File: src/core/fpeu_pkg.sv
// constants, types and helpers shared by the flash sequencer files
// Notes on behaviour
// RULE_01: flash is 128 sectors of 128 bytes
// RULE_02: only first 127 sectors take program/erase
// RULE_03: last sector is never erased
// RULE_04: erase: control 0x03, key, target write, trigger
// RULE_05: program: control 0x01, key, data write, trigger
// RULE_06: lock returns to locked after each operation
// RULE_07: sector erase lasts about 120 to 150 ms
// RULE_08: unprotected fetch touching protected area resets chip
// RULE_09: fail flag bit 4 shows last operation result
// RULE_10: trigger bit 3 starts operation; zero does nothing
// RULE_11: erase select works only with program select
// RULE_12: keys 0x5a then 0x1f release the lock
// RULE_13: wrong key freezes lock until next reset
// RULE_14: control write while released relocks the lock
// RULE_15: key read: zeros above two-bit lock state
// RULE_16: software disables interrupts before any sequence
// RULE_17: trigger ignored unless lock is released
// RULE_18: target write captured while released, used by trigger
package fpeu_pkg;

  // flash geometry
  localparam int FLASH_AW    = 14;
  localparam int SECTOR_AW   = 7;
  localparam int SECTOR_NUMW = FLASH_AW - SECTOR_AW;
  localparam logic [SECTOR_NUMW-1:0] LAST_SECTOR = 7'h7f;

  // register indices, byte address is four times the index
  localparam logic [7:0] IDX_KEY   = 8'h84;
  localparam logic [7:0] IDX_CTRL  = 8'h85;
  localparam logic [7:0] IDX_TADDR = 8'h86;
  localparam logic [7:0] IDX_TDATA = 8'h87;
  localparam logic [7:0] IDX_ISTAT = 8'h88;
  localparam logic [7:0] IDX_ICLR  = 8'h89;
  localparam logic [7:0] IDX_IEN   = 8'h8a;
  localparam int         AV_AW     = 10;

  // control register fields
  localparam int CTRL_PROG = 0;
  localparam int CTRL_ERAS = 1;
  localparam int CTRL_TRIG = 3;
  localparam int CTRL_FAIL = 4;
  localparam logic [7:0] CMD_PROG_SEQ = 8'h01;
  localparam logic [7:0] CMD_ERAS_SEQ = 8'h03;

  // key values and reset values
  localparam logic [7:0] KEY_FIRST  = 8'h5a;
  localparam logic [7:0] KEY_SECOND = 8'h1f;
  localparam logic [7:0] KEY_RST    = 8'h00;
  localparam logic [7:0] CTRL_RST   = 8'h00;

  // interrupt event bits
  localparam int EV_DONE   = 0;
  localparam int EV_FAIL   = 1;
  localparam int EV_FROZEN = 2;
  localparam int EV_W      = 3;

  // timing
  localparam int             TMR_W             = 32;
  localparam longint         CLK_HZ            = 40_000_000;
  localparam longint         ERASE_TIME_MS     = 120;
  localparam longint         ERASE_CYCLES_DFLT = (ERASE_TIME_MS * CLK_HZ + 999) / 1000;
  localparam int unsigned    PROG_CYCLES_DFLT  = 40;

  typedef enum logic [1:0] {KEY_LOCKED, KEY_HALF, KEY_FROZEN, KEY_RELEASED} fpeu_key_e;
  typedef enum logic {SEQ_IDLE, SEQ_RUN} fpeu_seq_e;

  typedef struct packed {
    logic [FLASH_AW-1:0] addr;
    logic [7:0]          data;
    logic                erase;
  } fpeu_cmd_s;

  typedef struct packed {
    logic [FLASH_AW-1:0] addr;
    logic [7:0]          data;
    logic                valid;
  } fpeu_tgt_s;

  function automatic logic fpeuLastSector(input logic [FLASH_AW-1:0] a);
    return a[FLASH_AW-1:SECTOR_AW] == LAST_SECTOR; // RULE_01
  endfunction : fpeuLastSector

endpackage : fpeu_pkg

File: src/core/fpeu_top.sv
// flash program/erase sequencer with key lock and avalon register slave
//
// Implementation choice: register access over Avalon-MM.
`timescale 1ns/1ps
module fpeu_top import fpeu_pkg::*; #(
  parameter int unsigned ERASE_CYCLES = 32'(ERASE_CYCLES_DFLT),
  parameter int unsigned PROG_CYCLES  = PROG_CYCLES_DFLT
) (
  // clock, reset, enable
  input  wire logic             mclk,
  input  wire logic             sys_rst,
  input  wire logic             clkEn,
  // avalon-mm slave
  input  wire logic [AV_AW-1:0] avs_address,
  input  wire logic             avs_read,
  input  wire logic             avs_write,
  input  wire logic [31:0]      avs_writedata,
  input  wire logic [3:0]       avs_byteenable,
  output logic [31:0]           avs_readdata,
  output logic                  avs_waitrequest,
  // flash macro
  output fpeu_cmd_s             flashCmd,
  output logic                  flashProgStrobe,
  output logic                  flashEraseStrobe,
  input  wire logic             flashMacroFail,
  // protection monitor
  input  wire logic             fetchUnprot,
  input  wire logic             accessProt,
  output logic                  chipResetReq,
  // interrupt
  output logic                  irq
);

  if (ERASE_CYCLES == 0 || PROG_CYCLES == 0) begin : g_bad_cycles
    $error("fpeu_top: operation cycle counts must be nonzero");
  end

  // bus state
  logic        waitReq_reg, waitReq_next;
  logic [31:0] rdData_reg,  rdData_next;

  // core state
  fpeu_key_e           key_reg,     key_next;
  fpeu_seq_e           seq_reg,     seq_next;
  logic                progSel_reg, progSel_next;
  logic                eraseSel_reg, eraseSel_next;
  logic                fail_reg,    fail_next;
  logic [FLASH_AW-1:0] tAddr_reg,   tAddr_next;
  fpeu_tgt_s           tgt_reg,     tgt_next;
  fpeu_cmd_s           cmd_reg,     cmd_next;
  logic                pStb_reg,    pStb_next;
  logic                eStb_reg,    eStb_next;
  logic                rstReq_reg,  rstReq_next;
  logic [EV_W-1:0]     stat_reg,    stat_next;
  logic [EV_W-1:0]     ien_reg,     ien_next;
  logic                irq_reg,     irq_next;

  logic [7:0]       idx;
  logic             wrAcc;
  logic             wrKey, wrCtrl, wrTaddr, wrTdata, wrIclr, wrIen;
  logic             tmrStart;
  logic [TMR_W-1:0] tmrLoad;
  logic             tmrDone;
  logic [EV_W-1:0]  ev;
  logic [7:0]       wd;

  assign idx     = avs_address[AV_AW-1:2];
  assign wd      = avs_writedata[7:0];
  assign wrAcc   = avs_write && !waitReq_reg && avs_byteenable[0];
  assign wrKey   = wrAcc && idx == IDX_KEY;
  assign wrCtrl  = wrAcc && idx == IDX_CTRL;
  assign wrTaddr = wrAcc && idx == IDX_TADDR;
  assign wrTdata = wrAcc && idx == IDX_TDATA;
  assign wrIclr  = wrAcc && idx == IDX_ICLR;
  assign wrIen   = wrAcc && idx == IDX_IEN;

  function automatic logic [31:0] regRead(input logic [7:0] i);
    logic [31:0] r;
    r = '0;
    case (i)
      IDX_KEY:   r = {30'h0, key_reg}; // RULE_15
      IDX_CTRL:  r = {27'h0, fail_reg, seq_reg == SEQ_RUN, 1'b0, eraseSel_reg, progSel_reg}; // RULE_09
      IDX_TADDR: r = {18'h0, tAddr_reg};
      IDX_TDATA: r = {24'h0, tgt_reg.data};
      IDX_ISTAT: r = {29'h0, stat_reg};
      IDX_IEN:   r = {29'h0, ien_reg};
      default:   r = '0;
    endcase
    return r;
  endfunction : regRead

  // one wait cycle on every access; unmapped reads give zero
  always_comb begin
    waitReq_next = !((avs_read || avs_write) && waitReq_reg);
    rdData_next  = rdData_reg;
    if (avs_read && waitReq_reg) begin
      rdData_next = regRead(idx);
    end
  end

  always_ff @(posedge mclk or posedge sys_rst) begin
    if (sys_rst) begin
      waitReq_reg <= 1'b1;
      rdData_reg  <= '0;
    end else if (clkEn) begin
      waitReq_reg <= waitReq_next;
      rdData_reg  <= rdData_next;
    end
  end

  fpeu_op_timer #(
    .CW (TMR_W)
  ) u_timer (
    .mclk    (mclk),
    .sys_rst (sys_rst),
    .clkEn   (clkEn),
    .start   (tmrStart),
    .load    (tmrLoad),
    .done    (tmrDone)
  );

  always_comb begin
    key_next      = key_reg;
    seq_next      = seq_reg;
    progSel_next  = progSel_reg;
    eraseSel_next = eraseSel_reg;
    fail_next     = fail_reg;
    tAddr_next    = tAddr_reg;
    tgt_next      = tgt_reg;
    cmd_next      = cmd_reg;
    pStb_next     = 1'b0;
    eStb_next     = 1'b0;
    tmrStart      = 1'b0;
    tmrLoad       = '0;
    ev            = '0;
    ien_next      = ien_reg;
    rstReq_next   = fetchUnprot && accessProt; // RULE_08

    // key sequence; a frozen lock only leaves by reset
    if (wrKey) begin
      case (key_reg)
        KEY_LOCKED: key_next = (wd == KEY_FIRST)  ? KEY_HALF     : KEY_FROZEN; // RULE_12
        KEY_HALF:   key_next = (wd == KEY_SECOND) ? KEY_RELEASED : KEY_FROZEN; // RULE_12
        KEY_FROZEN: key_next = KEY_FROZEN; // RULE_13
        default:    key_next = key_reg;
      endcase
    end

    if (wrTaddr) begin
      tAddr_next = avs_writedata[FLASH_AW-1:0];
    end

    // external-space write into flash only counts while released
    if (wrTdata && key_reg == KEY_RELEASED && seq_reg == SEQ_IDLE) begin
      tgt_next.addr  = tAddr_reg; // RULE_18
      tgt_next.data  = wd;
      tgt_next.valid = 1'b1;
    end

    // control writes during an operation are dropped to keep the target stable
    if (wrCtrl && seq_reg == SEQ_IDLE) begin
      progSel_next  = wd[CTRL_PROG];
      eraseSel_next = wd[CTRL_ERAS];
      fail_next     = wd[CTRL_FAIL];
      if (key_reg == KEY_RELEASED) begin
        // RULE_10 RULE_11 RULE_17
        if (wd[CTRL_TRIG] && wd[CTRL_PROG] && tgt_reg.valid) begin
          if (fpeuLastSector(tgt_reg.addr)) begin
            fail_next      = 1'b1; // RULE_02 RULE_03
            ev[EV_FAIL]    = 1'b1;
            ev[EV_DONE]    = 1'b1;
            key_next       = KEY_LOCKED; // RULE_06
            tgt_next.valid = 1'b0;
          end else begin
            seq_next       = SEQ_RUN;
            cmd_next.addr  = tgt_reg.addr; // RULE_18
            cmd_next.data  = tgt_reg.data;
            cmd_next.erase = wd[CTRL_ERAS]; // RULE_11
            pStb_next      = !wd[CTRL_ERAS];
            eStb_next      = wd[CTRL_ERAS];
            tmrStart       = 1'b1;
            tmrLoad        = wd[CTRL_ERAS] ? ERASE_CYCLES : PROG_CYCLES; // RULE_07
          end
        end else begin
          key_next       = KEY_LOCKED; // RULE_14
          tgt_next.valid = 1'b0;
        end
      end
    end

    if (seq_reg == SEQ_RUN && tmrDone) begin
      seq_next       = SEQ_IDLE;
      fail_next      = flashMacroFail; // RULE_09
      key_next       = KEY_LOCKED; // RULE_06
      tgt_next.valid = 1'b0;
      ev[EV_DONE]    = 1'b1;
      ev[EV_FAIL]    = flashMacroFail;
    end

    ev[EV_FROZEN] = key_next == KEY_FROZEN && key_reg != KEY_FROZEN;

    // a new event wins over a clear in the same cycle
    stat_next = (stat_reg & ~(wrIclr ? avs_writedata[EV_W-1:0] : '0)) | ev;
    if (wrIen) begin
      ien_next = avs_writedata[EV_W-1:0];
    end
    irq_next = |(stat_next & ien_next);
  end

  always_ff @(posedge mclk or posedge sys_rst) begin
    if (sys_rst) begin
      key_reg      <= KEY_LOCKED;
      seq_reg      <= SEQ_IDLE;
      progSel_reg  <= CTRL_RST[CTRL_PROG];
      eraseSel_reg <= CTRL_RST[CTRL_ERAS];
      fail_reg     <= CTRL_RST[CTRL_FAIL];
      tAddr_reg    <= '0;
      tgt_reg      <= '0;
      cmd_reg      <= '0;
      pStb_reg     <= 1'b0;
      eStb_reg     <= 1'b0;
      rstReq_reg   <= 1'b0;
      stat_reg     <= '0;
      ien_reg      <= '0;
      irq_reg      <= 1'b0;
    end else if (clkEn) begin
      key_reg      <= key_next;
      seq_reg      <= seq_next;
      progSel_reg  <= progSel_next;
      eraseSel_reg <= eraseSel_next;
      fail_reg     <= fail_next;
      tAddr_reg    <= tAddr_next;
      tgt_reg      <= tgt_next;
      cmd_reg      <= cmd_next;
      pStb_reg     <= pStb_next;
      eStb_reg     <= eStb_next;
      rstReq_reg   <= rstReq_next;
      stat_reg     <= stat_next;
      ien_reg      <= ien_next;
      irq_reg      <= irq_next;
    end
  end

  assign avs_readdata     = rdData_reg;
  assign avs_waitrequest  = waitReq_reg;
  assign flashCmd         = cmd_reg;
  assign flashProgStrobe  = pStb_reg;
  assign flashEraseStrobe = eStb_reg;
  assign chipResetReq     = rstReq_reg;
  assign irq              = irq_reg;

  // checks are suspended while the clock enable freezes the block
  property p_no_last_erase;
    @(posedge mclk) disable iff (sys_rst || !clkEn)
      eStb_reg |-> !fpeuLastSector(cmd_reg.addr);
  endproperty
  a_no_last_erase: assert property (p_no_last_erase) // RULE_03
    else $error("erase strobe aimed at last sector");

  property p_no_last_prog;
    @(posedge mclk) disable iff (sys_rst || !clkEn)
      (pStb_reg || eStb_reg) |-> cmd_reg.addr[FLASH_AW-1:SECTOR_AW] != LAST_SECTOR;
  endproperty
  a_no_last_prog: assert property (p_no_last_prog) // RULE_02
    else $error("operation started in last sector");

  property p_frozen_sticks;
    @(posedge mclk) disable iff (sys_rst || !clkEn)
      key_reg == KEY_FROZEN |=> key_reg == KEY_FROZEN;
  endproperty
  a_frozen_sticks: assert property (p_frozen_sticks) // RULE_13
    else $error("lock left frozen state without reset");

  property p_release_from_half;
    @(posedge mclk) disable iff (sys_rst || !clkEn)
      (key_reg == KEY_RELEASED && $past(key_reg) != KEY_RELEASED)
        |-> $past(key_reg) == KEY_HALF && $past(wd) == KEY_SECOND;
  endproperty
  a_release_from_half: assert property (p_release_from_half) // RULE_12
    else $error("lock released without key pair");

  property p_relock_after_op;
    @(posedge mclk) disable iff (sys_rst || !clkEn)
      (seq_reg == SEQ_RUN && tmrDone) |=> key_reg == KEY_LOCKED && seq_reg == SEQ_IDLE;
  endproperty
  a_relock_after_op: assert property (p_relock_after_op) // RULE_06
    else $error("lock not restored after operation");

  property p_fail_result;
    @(posedge mclk) disable iff (sys_rst || !clkEn)
      (seq_reg == SEQ_RUN && tmrDone) |=> fail_reg == $past(flashMacroFail);
  endproperty
  a_fail_result: assert property (p_fail_result) // RULE_09
    else $error("fail flag does not match operation result");

  property p_erase_duration;
    @(posedge mclk) disable iff (sys_rst || !clkEn)
      eStb_reg |-> seq_reg == SEQ_RUN [*8];
  endproperty
  a_erase_duration: assert property (p_erase_duration) // RULE_07
    else $error("erase finished far too early");

  property p_trig_zero_idle;
    @(posedge mclk) disable iff (sys_rst || !clkEn)
      (wrCtrl && !wd[CTRL_TRIG]) |=> !pStb_reg && !eStb_reg;
  endproperty
  a_trig_zero_idle: assert property (p_trig_zero_idle) // RULE_10
    else $error("operation started without trigger");

  property p_erase_needs_prog;
    @(posedge mclk) disable iff (sys_rst || !clkEn)
      (wrCtrl && !wd[CTRL_PROG]) |=> !eStb_reg && !pStb_reg;
  endproperty
  a_erase_needs_prog: assert property (p_erase_needs_prog) // RULE_11
    else $error("erase started without program select");

  property p_start_needs_release;
    @(posedge mclk) disable iff (sys_rst || !clkEn)
      (pStb_reg || eStb_reg) |-> $past(key_reg) == KEY_RELEASED;
  endproperty
  a_start_needs_release: assert property (p_start_needs_release) // RULE_17
    else $error("operation started while not released");

  property p_ctrl_relocks;
    @(posedge mclk) disable iff (sys_rst || !clkEn)
      (wrCtrl && key_reg == KEY_RELEASED && seq_reg == SEQ_IDLE && !wd[CTRL_TRIG])
        |=> key_reg == KEY_LOCKED;
  endproperty
  a_ctrl_relocks: assert property (p_ctrl_relocks) // RULE_14
    else $error("control write did not relock");

  property p_key_read;
    @(posedge mclk) disable iff (sys_rst || !clkEn)
      (avs_read && waitReq_reg && idx == IDX_KEY)
        |=> avs_readdata[31:2] == '0 && avs_readdata[1:0] == $past(key_reg);
  endproperty
  a_key_read: assert property (p_key_read) // RULE_15
    else $error("key read value wrong");

  property p_target_used;
    @(posedge mclk) disable iff (sys_rst || !clkEn)
      (pStb_reg || eStb_reg) |-> cmd_reg.addr == $past(tgt_reg.addr);
  endproperty
  a_target_used: assert property (p_target_used) // RULE_18
    else $error("operation target differs from captured write");

  property p_reset_req;
    @(posedge mclk) disable iff (sys_rst || !clkEn)
      (fetchUnprot && accessProt) |=> chipResetReq;
  endproperty
  a_reset_req: assert property (p_reset_req) // RULE_08
    else $error("protected access did not request reset");

  c_erase_start: cover property (@(posedge mclk) disable iff (sys_rst) eStb_reg);
  c_prog_start:  cover property (@(posedge mclk) disable iff (sys_rst) pStb_reg);
  c_frozen:      cover property (@(posedge mclk) disable iff (sys_rst) key_reg == KEY_FROZEN);
  c_irq:         cover property (@(posedge mclk) disable iff (sys_rst) irq_reg);

endmodule : fpeu_top

File: src/core/fpeu_op_timer.sv
// operation duration counter for program and erase
`timescale 1ns/1ps
module fpeu_op_timer import fpeu_pkg::*; #(
  parameter int CW = TMR_W
) (
  // clock and reset
  input  wire logic          mclk,
  input  wire logic          sys_rst,
  input  wire logic          clkEn,
  // control
  input  wire logic          start,
  input  wire logic [CW-1:0] load,
  // status
  output logic               done
);

  if (CW < 2 || CW > 32) begin : g_bad_width
    $error("fpeu_op_timer: CW out of range");
  end

  logic [CW-1:0] cnt_reg, cnt_next;
  logic          run_reg, run_next;
  logic          done_reg, done_next;

  always_comb begin
    cnt_next  = cnt_reg;
    run_next  = run_reg;
    done_next = 1'b0;
    if (start) begin
      cnt_next = load;
      run_next = 1'b1;
    end else if (run_reg) begin
      if (cnt_reg <= CW'(1)) begin
        run_next  = 1'b0;
        done_next = 1'b1;
      end else begin
        cnt_next = cnt_reg - CW'(1);
      end
    end
  end

  always_ff @(posedge mclk or posedge sys_rst) begin
    if (sys_rst) begin
      cnt_reg  <= '0;
      run_reg  <= 1'b0;
      done_reg <= 1'b0;
    end else if (clkEn) begin
      cnt_reg  <= cnt_next;
      run_reg  <= run_next;
      done_reg <= done_next;
    end
  end

  assign done = done_reg;

endmodule : fpeu_op_timer

File: config.mk
export PLATFORM = sky130hd
export DESIGN_NAME = fpeu_top
export DESIGN_NICKNAME = d
export VERILOG_FILES = /design/src/core/fpeu_pkg.sv /design/src/core/fpeu_top.sv /design/src/core/fpeu_op_timer.sv
export SDC_FILE = /design/constraint.sdc
export NUM_CORES = 1
export LEC_CHECK = 0
export ABC_AREA = 1
export BUFFER_PORTS_ARGS = -buffer_cell sky130_fd_sc_hd__buf_2
export CAP_MARGIN = 20
export CORE_AREA = 5 5 121 123
export CTS_CLUSTER_SIZE = 8
export DETAILED_ROUTE_END_ITERATION = 10
export DIE_AREA = 0 0 126 128
export PLACE_DENSITY = 0.75
export SLEW_MARGIN = 20
export SYNTH_ARGS = -nofsm -noshare
export SYNTH_HDL_FRONTEND = slang
export SYNTH_SLANG_ARGS = --single-unit
File: constraint.sdc
create_clock -name mclk -period 3.35 [get_ports mclk]
set_clock_uncertainty 0.15 [all_clocks]
set_input_delay 0.1675 -clock mclk [delete_from_list [all_inputs] [get_ports mclk]]
set_output_delay 0.1675 -clock mclk [all_outputs]
set_load 0.01 [all_outputs]
* Word-level counts from Yosys, hierarchy flattened
Cells that the tools add are included.
** Storage, ports and cells
- Register bits after elaboration :: 143
- Bits in latches :: 0
- Bits in writable memories :: 0
- ROM bits :: 0
- Input bits :: 54
- Output and inout port bits :: 60
- Logic and storage cells :: 143
- Memories kept :: 0
** Operators by class
- Add/sub/neg operators :: 1
- Multiply operators :: 0
- Div/mod/pow operators :: 0
- Magnitude comparators :: 1
- Equal/unequal tests :: 17
- Shift-type cells :: 0
- Mux-type cells :: 59
- Bitwise gates (word level) :: 6
- Reduce and logical (&&, ||, !) cells :: 36
** Operators by type and width (count)
- $mux 23 :: 5
- $mux 32 :: 3
- $pmux 14 s6 :: 1
- $eq 8x8->1 const B :: 7
- $mux 1 :: 35
- $le 32x1->1 const B :: 1
- $sub 32x1->32 const B :: 1
- $mux 2 :: 12
- $logic_and 1x1->1 :: 18
- $reduce_and 2->1 :: 5
- $reduce_and 5->1 :: 2
- $eq 8x5->1 const B :: 1
- $eq 8x7->1 const B :: 1
- $reduce_bool 2->1 :: 4
- $eq 7x7->1 const B :: 1
- $and 3x3->3 :: 2
- $eq 2x2->1 const B :: 3
- $mux 3 :: 2
- $pmux 2 s3 :: 1
- $ne 2x2->1 const B :: 2
- $logic_not 1->1 :: 3
- $not 3->3 :: 1
- $or 3x3->3 :: 1
- $reduce_and 3->1 :: 1
- 6 further kinds :: 7

* Depth between registers and ports, before layout
- Depth after elaboration :: 15
- Gate-level depth with buffers :: 13
- Gate-level depth less buffers :: 13

* Cells and area by module
From an unflattened synthesis, not the netlist that was laid out.
** Unflattened totals
- Cell total of the unflattened synthesis :: 973
- Area, all modules :: 7064.3 um^2
** By module, submodules not included
- fpeu_top :: instances 1, cells each 528, area an instance 4425.5 um^2, sequential area each 2278.4 um^2
- fpeu_op_timer :: instances 1, cells each 445, area an instance 2638.8 um^2, sequential area each 850.8 um^2

* Worst setup path before layout
Ideal clock, no wire load.
- Path kind :: reg-to-reg
- Start point :: reg u_timer.cnt_reg[0]
- End point :: reg u_timer.cnt_reg[9]
- Setup time :: 0.118 ns
- Arrival :: 1.568 ns
- Required time :: 3.082 ns
- Slack :: 1.514 ns
- Cell stages (with the launch flop) :: 11
- Path buffers :: 1
- Period minus slack after synthesis :: 1.836 ns
- Path through :: dfrtp_1 inv_1 ha_1 o21ai_0 nor3_2 nand3_2 nand2_4 nand2_8 buf_6 nand2_1 o21ai_2
** On the way
- Cells in the longest elaborated chain, start to end :: 4
- Elaborated cells between the ends (all ways) :: 7
- Classes of those cells :: add/sub (1); order compare (1); eq/ne (1); mux (3); reduce/logical (1)
** RTL lines
- start, declared :: RTL line fpeu_op_timer.sv:21 : logic [CW-1:0] cnt_reg, cnt_next;
- start signal, assigned :: RTL line fpeu_op_timer.sv:48 : cnt_reg <= cnt_next;
- $sub 32x1->32 :: RTL line fpeu_op_timer.sv:37 : cnt_next = cnt_reg - CW'(1);
- $mux 32 :: RTL line fpeu_op_timer.sv:33 : if (cnt_reg <= CW'(1)) begin
- $mux 32 :: RTL line fpeu_op_timer.sv:32 : end else if (run_reg) begin
- $mux 32 :: RTL line fpeu_op_timer.sv:29 : if (start) begin
Parallel ways exist; a longest one is shown, timed or not. The select of a mux whose other input is x is not followed.
A chain may end at the register's enable or synchronous reset.

* Worst setup path in the final report
- Start point :: reg u_timer.cnt_reg[0]
- End point :: reg u_timer.cnt_reg[13]
The elaborated chain is that of the path after synthesis.

==> impl_results.rst <==
.. list-table::
   :header-rows: 1

   * - Metric
     - Value
   * - Count of input and output buffers
     - 72
   * - Placer Congestion
     - 0.918
   * - Share of synthesized area occupied by flip-flops and latches
     - 46.9%
   * - I/O Pins
     - 114
   * - Finish-stage setup viols
     - 0
   * - Die width
     - 126 um
   * - Part of the cycle the worst path needs
     - 72.4%
   * - Maximum number of pins on one net before global-route repair
     - 55
   * - Total Die Area
     - 16,100 um2
   * - 1st-pass router iterations
     - 5
   * - Clock buffers created by TritonCTS
     - 17
   * - H-tree levels
     - 4
   * - Critical setup path kind
     - reg -> reg
   * - Number of distinct standard cells referenced by the synthesized netlist
     - 39
   * - Post-route setup slack
     - 0.924 ns
   * - Number of sinks driven by the clock tree
     - 125
   * - Cell repeated most along the worst path
     - o21ai_0
   * - Share of cells above drive strength 1
     - 14.6%
   * - Root Buffer
     - clkbuf_16
   * - Max-capacitance violation count
     - 0
   * - Vias post-DR
     - 5,797
   * - Commonest cells after routing, fill and taps aside
     - 284 x nand2_1, 124 x dfrtp_1, 97 x nor2_1, 81 x inv_1, 72 x buf_2
   * - Area of the core
     - 13,600 um2
   * - Cell area power density
     - 444 nW/um2
   * - TritonCTS clock tree
     - yes
   * - HPWL after DPL
     - 11,400 um
   * - Unrepaired setup endpoints after global routing
     - no
   * - Syn. warnings
     - 0
   * - Max incr delay on CP
     - 0.39 ns
   * - Buf/Inv on CP
     - 1
   * - Clock edge transition at the registers on the reported setup and hold paths
     - 0.06 ns
   * - Routed via count divided by cell count
     - 5.03
   * - Max-slew headroom at the worst pin
     - 52.0%
   * - Area added between synthesis and finish
     - 18.3%
   * - Initial antenna violation count
     - 0
   * - Maximum clock frequency
     - 412 MHz
   * - Fillers
     - 1,257
   * - Post-synth ARST share
     - 100%
   * - Number of pins exceeding their max-slew limit in the final report
     - 0
   * - Static Leakage
     - 4.18 nW
   * - Mean instance size in the synthesized netlist
     - 7.68 um2
   * - Overflow after GRT
     - 0
   * - Storage element area
     - 3130 um2
   * - Global-route wire length before repair
     - 27,100 um
   * - Footprint of the multi-input gates
     - 2990 um2
   * - Category of cells accounting for the largest share of critical-path delay
     - simple AND/OR/NAND/NOR gates
   * - Worst Tran Pin Value
     - 0.717 ns
   * - Final critical path time including I/O delays and setup
     - 2.43 ns
   * - Hold Crit Class
     - in -> reg
   * - Cells along the critical path
     - inv_1 > ha_1 > o21ai_0 > nor3_2 > nand3_2 > nand2_4 > nand2_8 > nand2_2 > o21ai_0
   * - Post-CTS resize count
     - 0
   * - Number of violations reported at the end of detailed-routing iteration 0
     - 384
   * - Pre-CTS setup slack
     - 0.937 ns
   * - Critical-path top delay cell
     - dfrtp_1
   * - Largest vdd supply drop
     - 0.000341 V
   * - Status
     - finished, final reports clean
   * - Arrival time at the worst endpoint
     - 2.57 ns
   * - Total inserted antenna cells
     - 0
   * - Total track usage
     - 20.8%
   * - Total Routed Length
     - 16,200 um
   * - Cell area after synthesis
     - 6670 um2
   * - Total number of nets in the final design
     - 1,020
   * - Vias in the first global route
     - 5,555
   * - Critical path endpoint category
     - flip-flop
   * - Post-synth top flop
     - dfrtp_1
   * - Skew-Pair Late Insertion Delay
     - 0.42 ns
   * - Most common library cell in the layout ignoring fill and taps
     - nand2_1
   * - Vertical extent of the die
     - 128 um
   * - Worst Setup Start Kind
     - flip-flop
   * - Number of buffers on the longest clock path
     - 2
   * - Required time of the critical path
     - 3.49 ns
   * - Max reg flops
     - 32
   * - Gate count of the mapped netlist
     - 868
   * - Antenna viol nets, final
     - 0
   * - Number of endpoints with negative hold slack in the final report
     - 0
   * - Effective utilization at floorplan
     - 49.2%
   * - DRC violation count after routing
     - 0
   * - Routed wirelength normalized by instance count
     - 14.1 um
   * - Flop and latch count out of synthesis
     - 125
   * - Number of core rows
     - 43
   * - Maximum fanout along the worst path
     - 34
   * - Setup_tns
     - 0 ns
   * - Number of enable flip-flop cells after synthesis
     - 0
## cells by family after synthesis
group	Yosys count	synth area share [%]
other	1	0.0562
XOR/XNOR	27	3.55
AO/OA/AOI/OAI	102	8.29
AND/OR/NAND/NOR	474	30.6
buffers and inverters	132	9.27
flip-flops	125	46.9
adder cells (fa/ha/maj)	7	1.31
## stage by stage
step | cells | utilization (%) | area, um2 | power (mW) | hold WS, ns
4_1_cts | 1151 | 58.0 | 7870 | 3.52 | 0.0436
2_1_floorplan | 885 | - | 6740 | 1.70 | 0.150
6_report | 1152 | 58.2 | 7890 | 3.50 | 0.0525
3_5_place_dp | 1099 | 52.4 | 7100 | 1.76 | 0.249
3_3_place_gp | 1099 | 52.4 | 7100 | 1.75 | 0.243
5_1_grt | 1152 | 58.2 | 7890 | 3.63 | 0.0545
## Yosys cell counts, types with 3 or more instances
cell,number,area [um2]
nand3_2,4,40.0
buf_4,19,143
nand4_1,9,56.3
nor2_4,4,45.0
a31oi_1,3,18.8
buf_2,12,60.1
nand2_4,3,33.8
o21ai_1,15,75.1
dfrtp_1,124,3100
o31ai_1,7,52.6
inv_1,82,308
nand2_2,4,25.0
buf_6,4,45.0
o22ai_1,7,43.8
nand2_1,284,1070
clkbuf_1,7,26.3
nand3_1,58,290
inv_2,6,22.5
ha_1,7,87.6
nor2_2,3,18.8
xnor2_1,9,78.8
a21oi_1,5,25.0
nor2_1,97,364
o21ai_0,61,305
xor2_1,18,158
## layer usage
layer	vias up	share of wire (%)	global-route usage [%]
li1	2889	-	-
met1	2714	45	28.3
met2	163	47	32.9
met3	31	4.9	4.25
met4	0	2.4	8.20
met5	-	0	0
## cell type report
type / instances / share of cell area [%]
Inverter: 90 / 4.41
Sequential cell: 125 / 39.7
Multi-Input combinational cell: 628 / 37.9
Timing Repair Buffer: 97 / 8.06
Tap cell: 180 / 2.85
Clock buffer: 18 / 5.44
Clock inverter: 14 / 1.71
## worst min-delay path: cells and delay by family
| family | cells | cell delay [ns] |
|---|---|---|
| buffers and inverters | 2 | 0.24 |
| AO/OA/AOI/OAI | 1 | 0.17 |
## what timing repair did
action | in CTS | in global routing
hold buffers | 20 | 0
hold endpoints to repair | 67 | 0
buffers inserted | 0 | 0
## where the power goes
part           total (mW)  internal [mW]  switching, mW
Sequential           1.55           1.53         0.0156
Clock                1.75           1.03          0.716
Combinational       0.202         0.0703          0.132
Total                3.50           2.64          0.864
## worst paths after layout
path	slack [ns]	end	cells past startpoint	start
max	0.92	u_timer.cnt_reg[13]$_DFFE_PP0P_	9	u_timer.cnt_reg[0]$_DFFE_PP0P_
min	0.05	progSel_reg$_DFFE_PP0P_	3	avs_writedata[0]
max reg2reg	0.92	u_timer.cnt_reg[13]$_DFFE_PP0P_	9	u_timer.cnt_reg[0]$_DFFE_PP0P_
min reg2reg	0.32	flashCmd[13]$_DFFE_PP0P_	2	flashCmd[13]$_DFFE_PP0P_
max in group asynchronous	2.38	avs_waitrequest$_DFFE_PP1P_	4	sys_rst
min in group asynchronous	0.13	flashCmd[3]$_DFFE_PP0P_	3	sys_rst
Note: power is estimated with default switching activity, not from simulation.
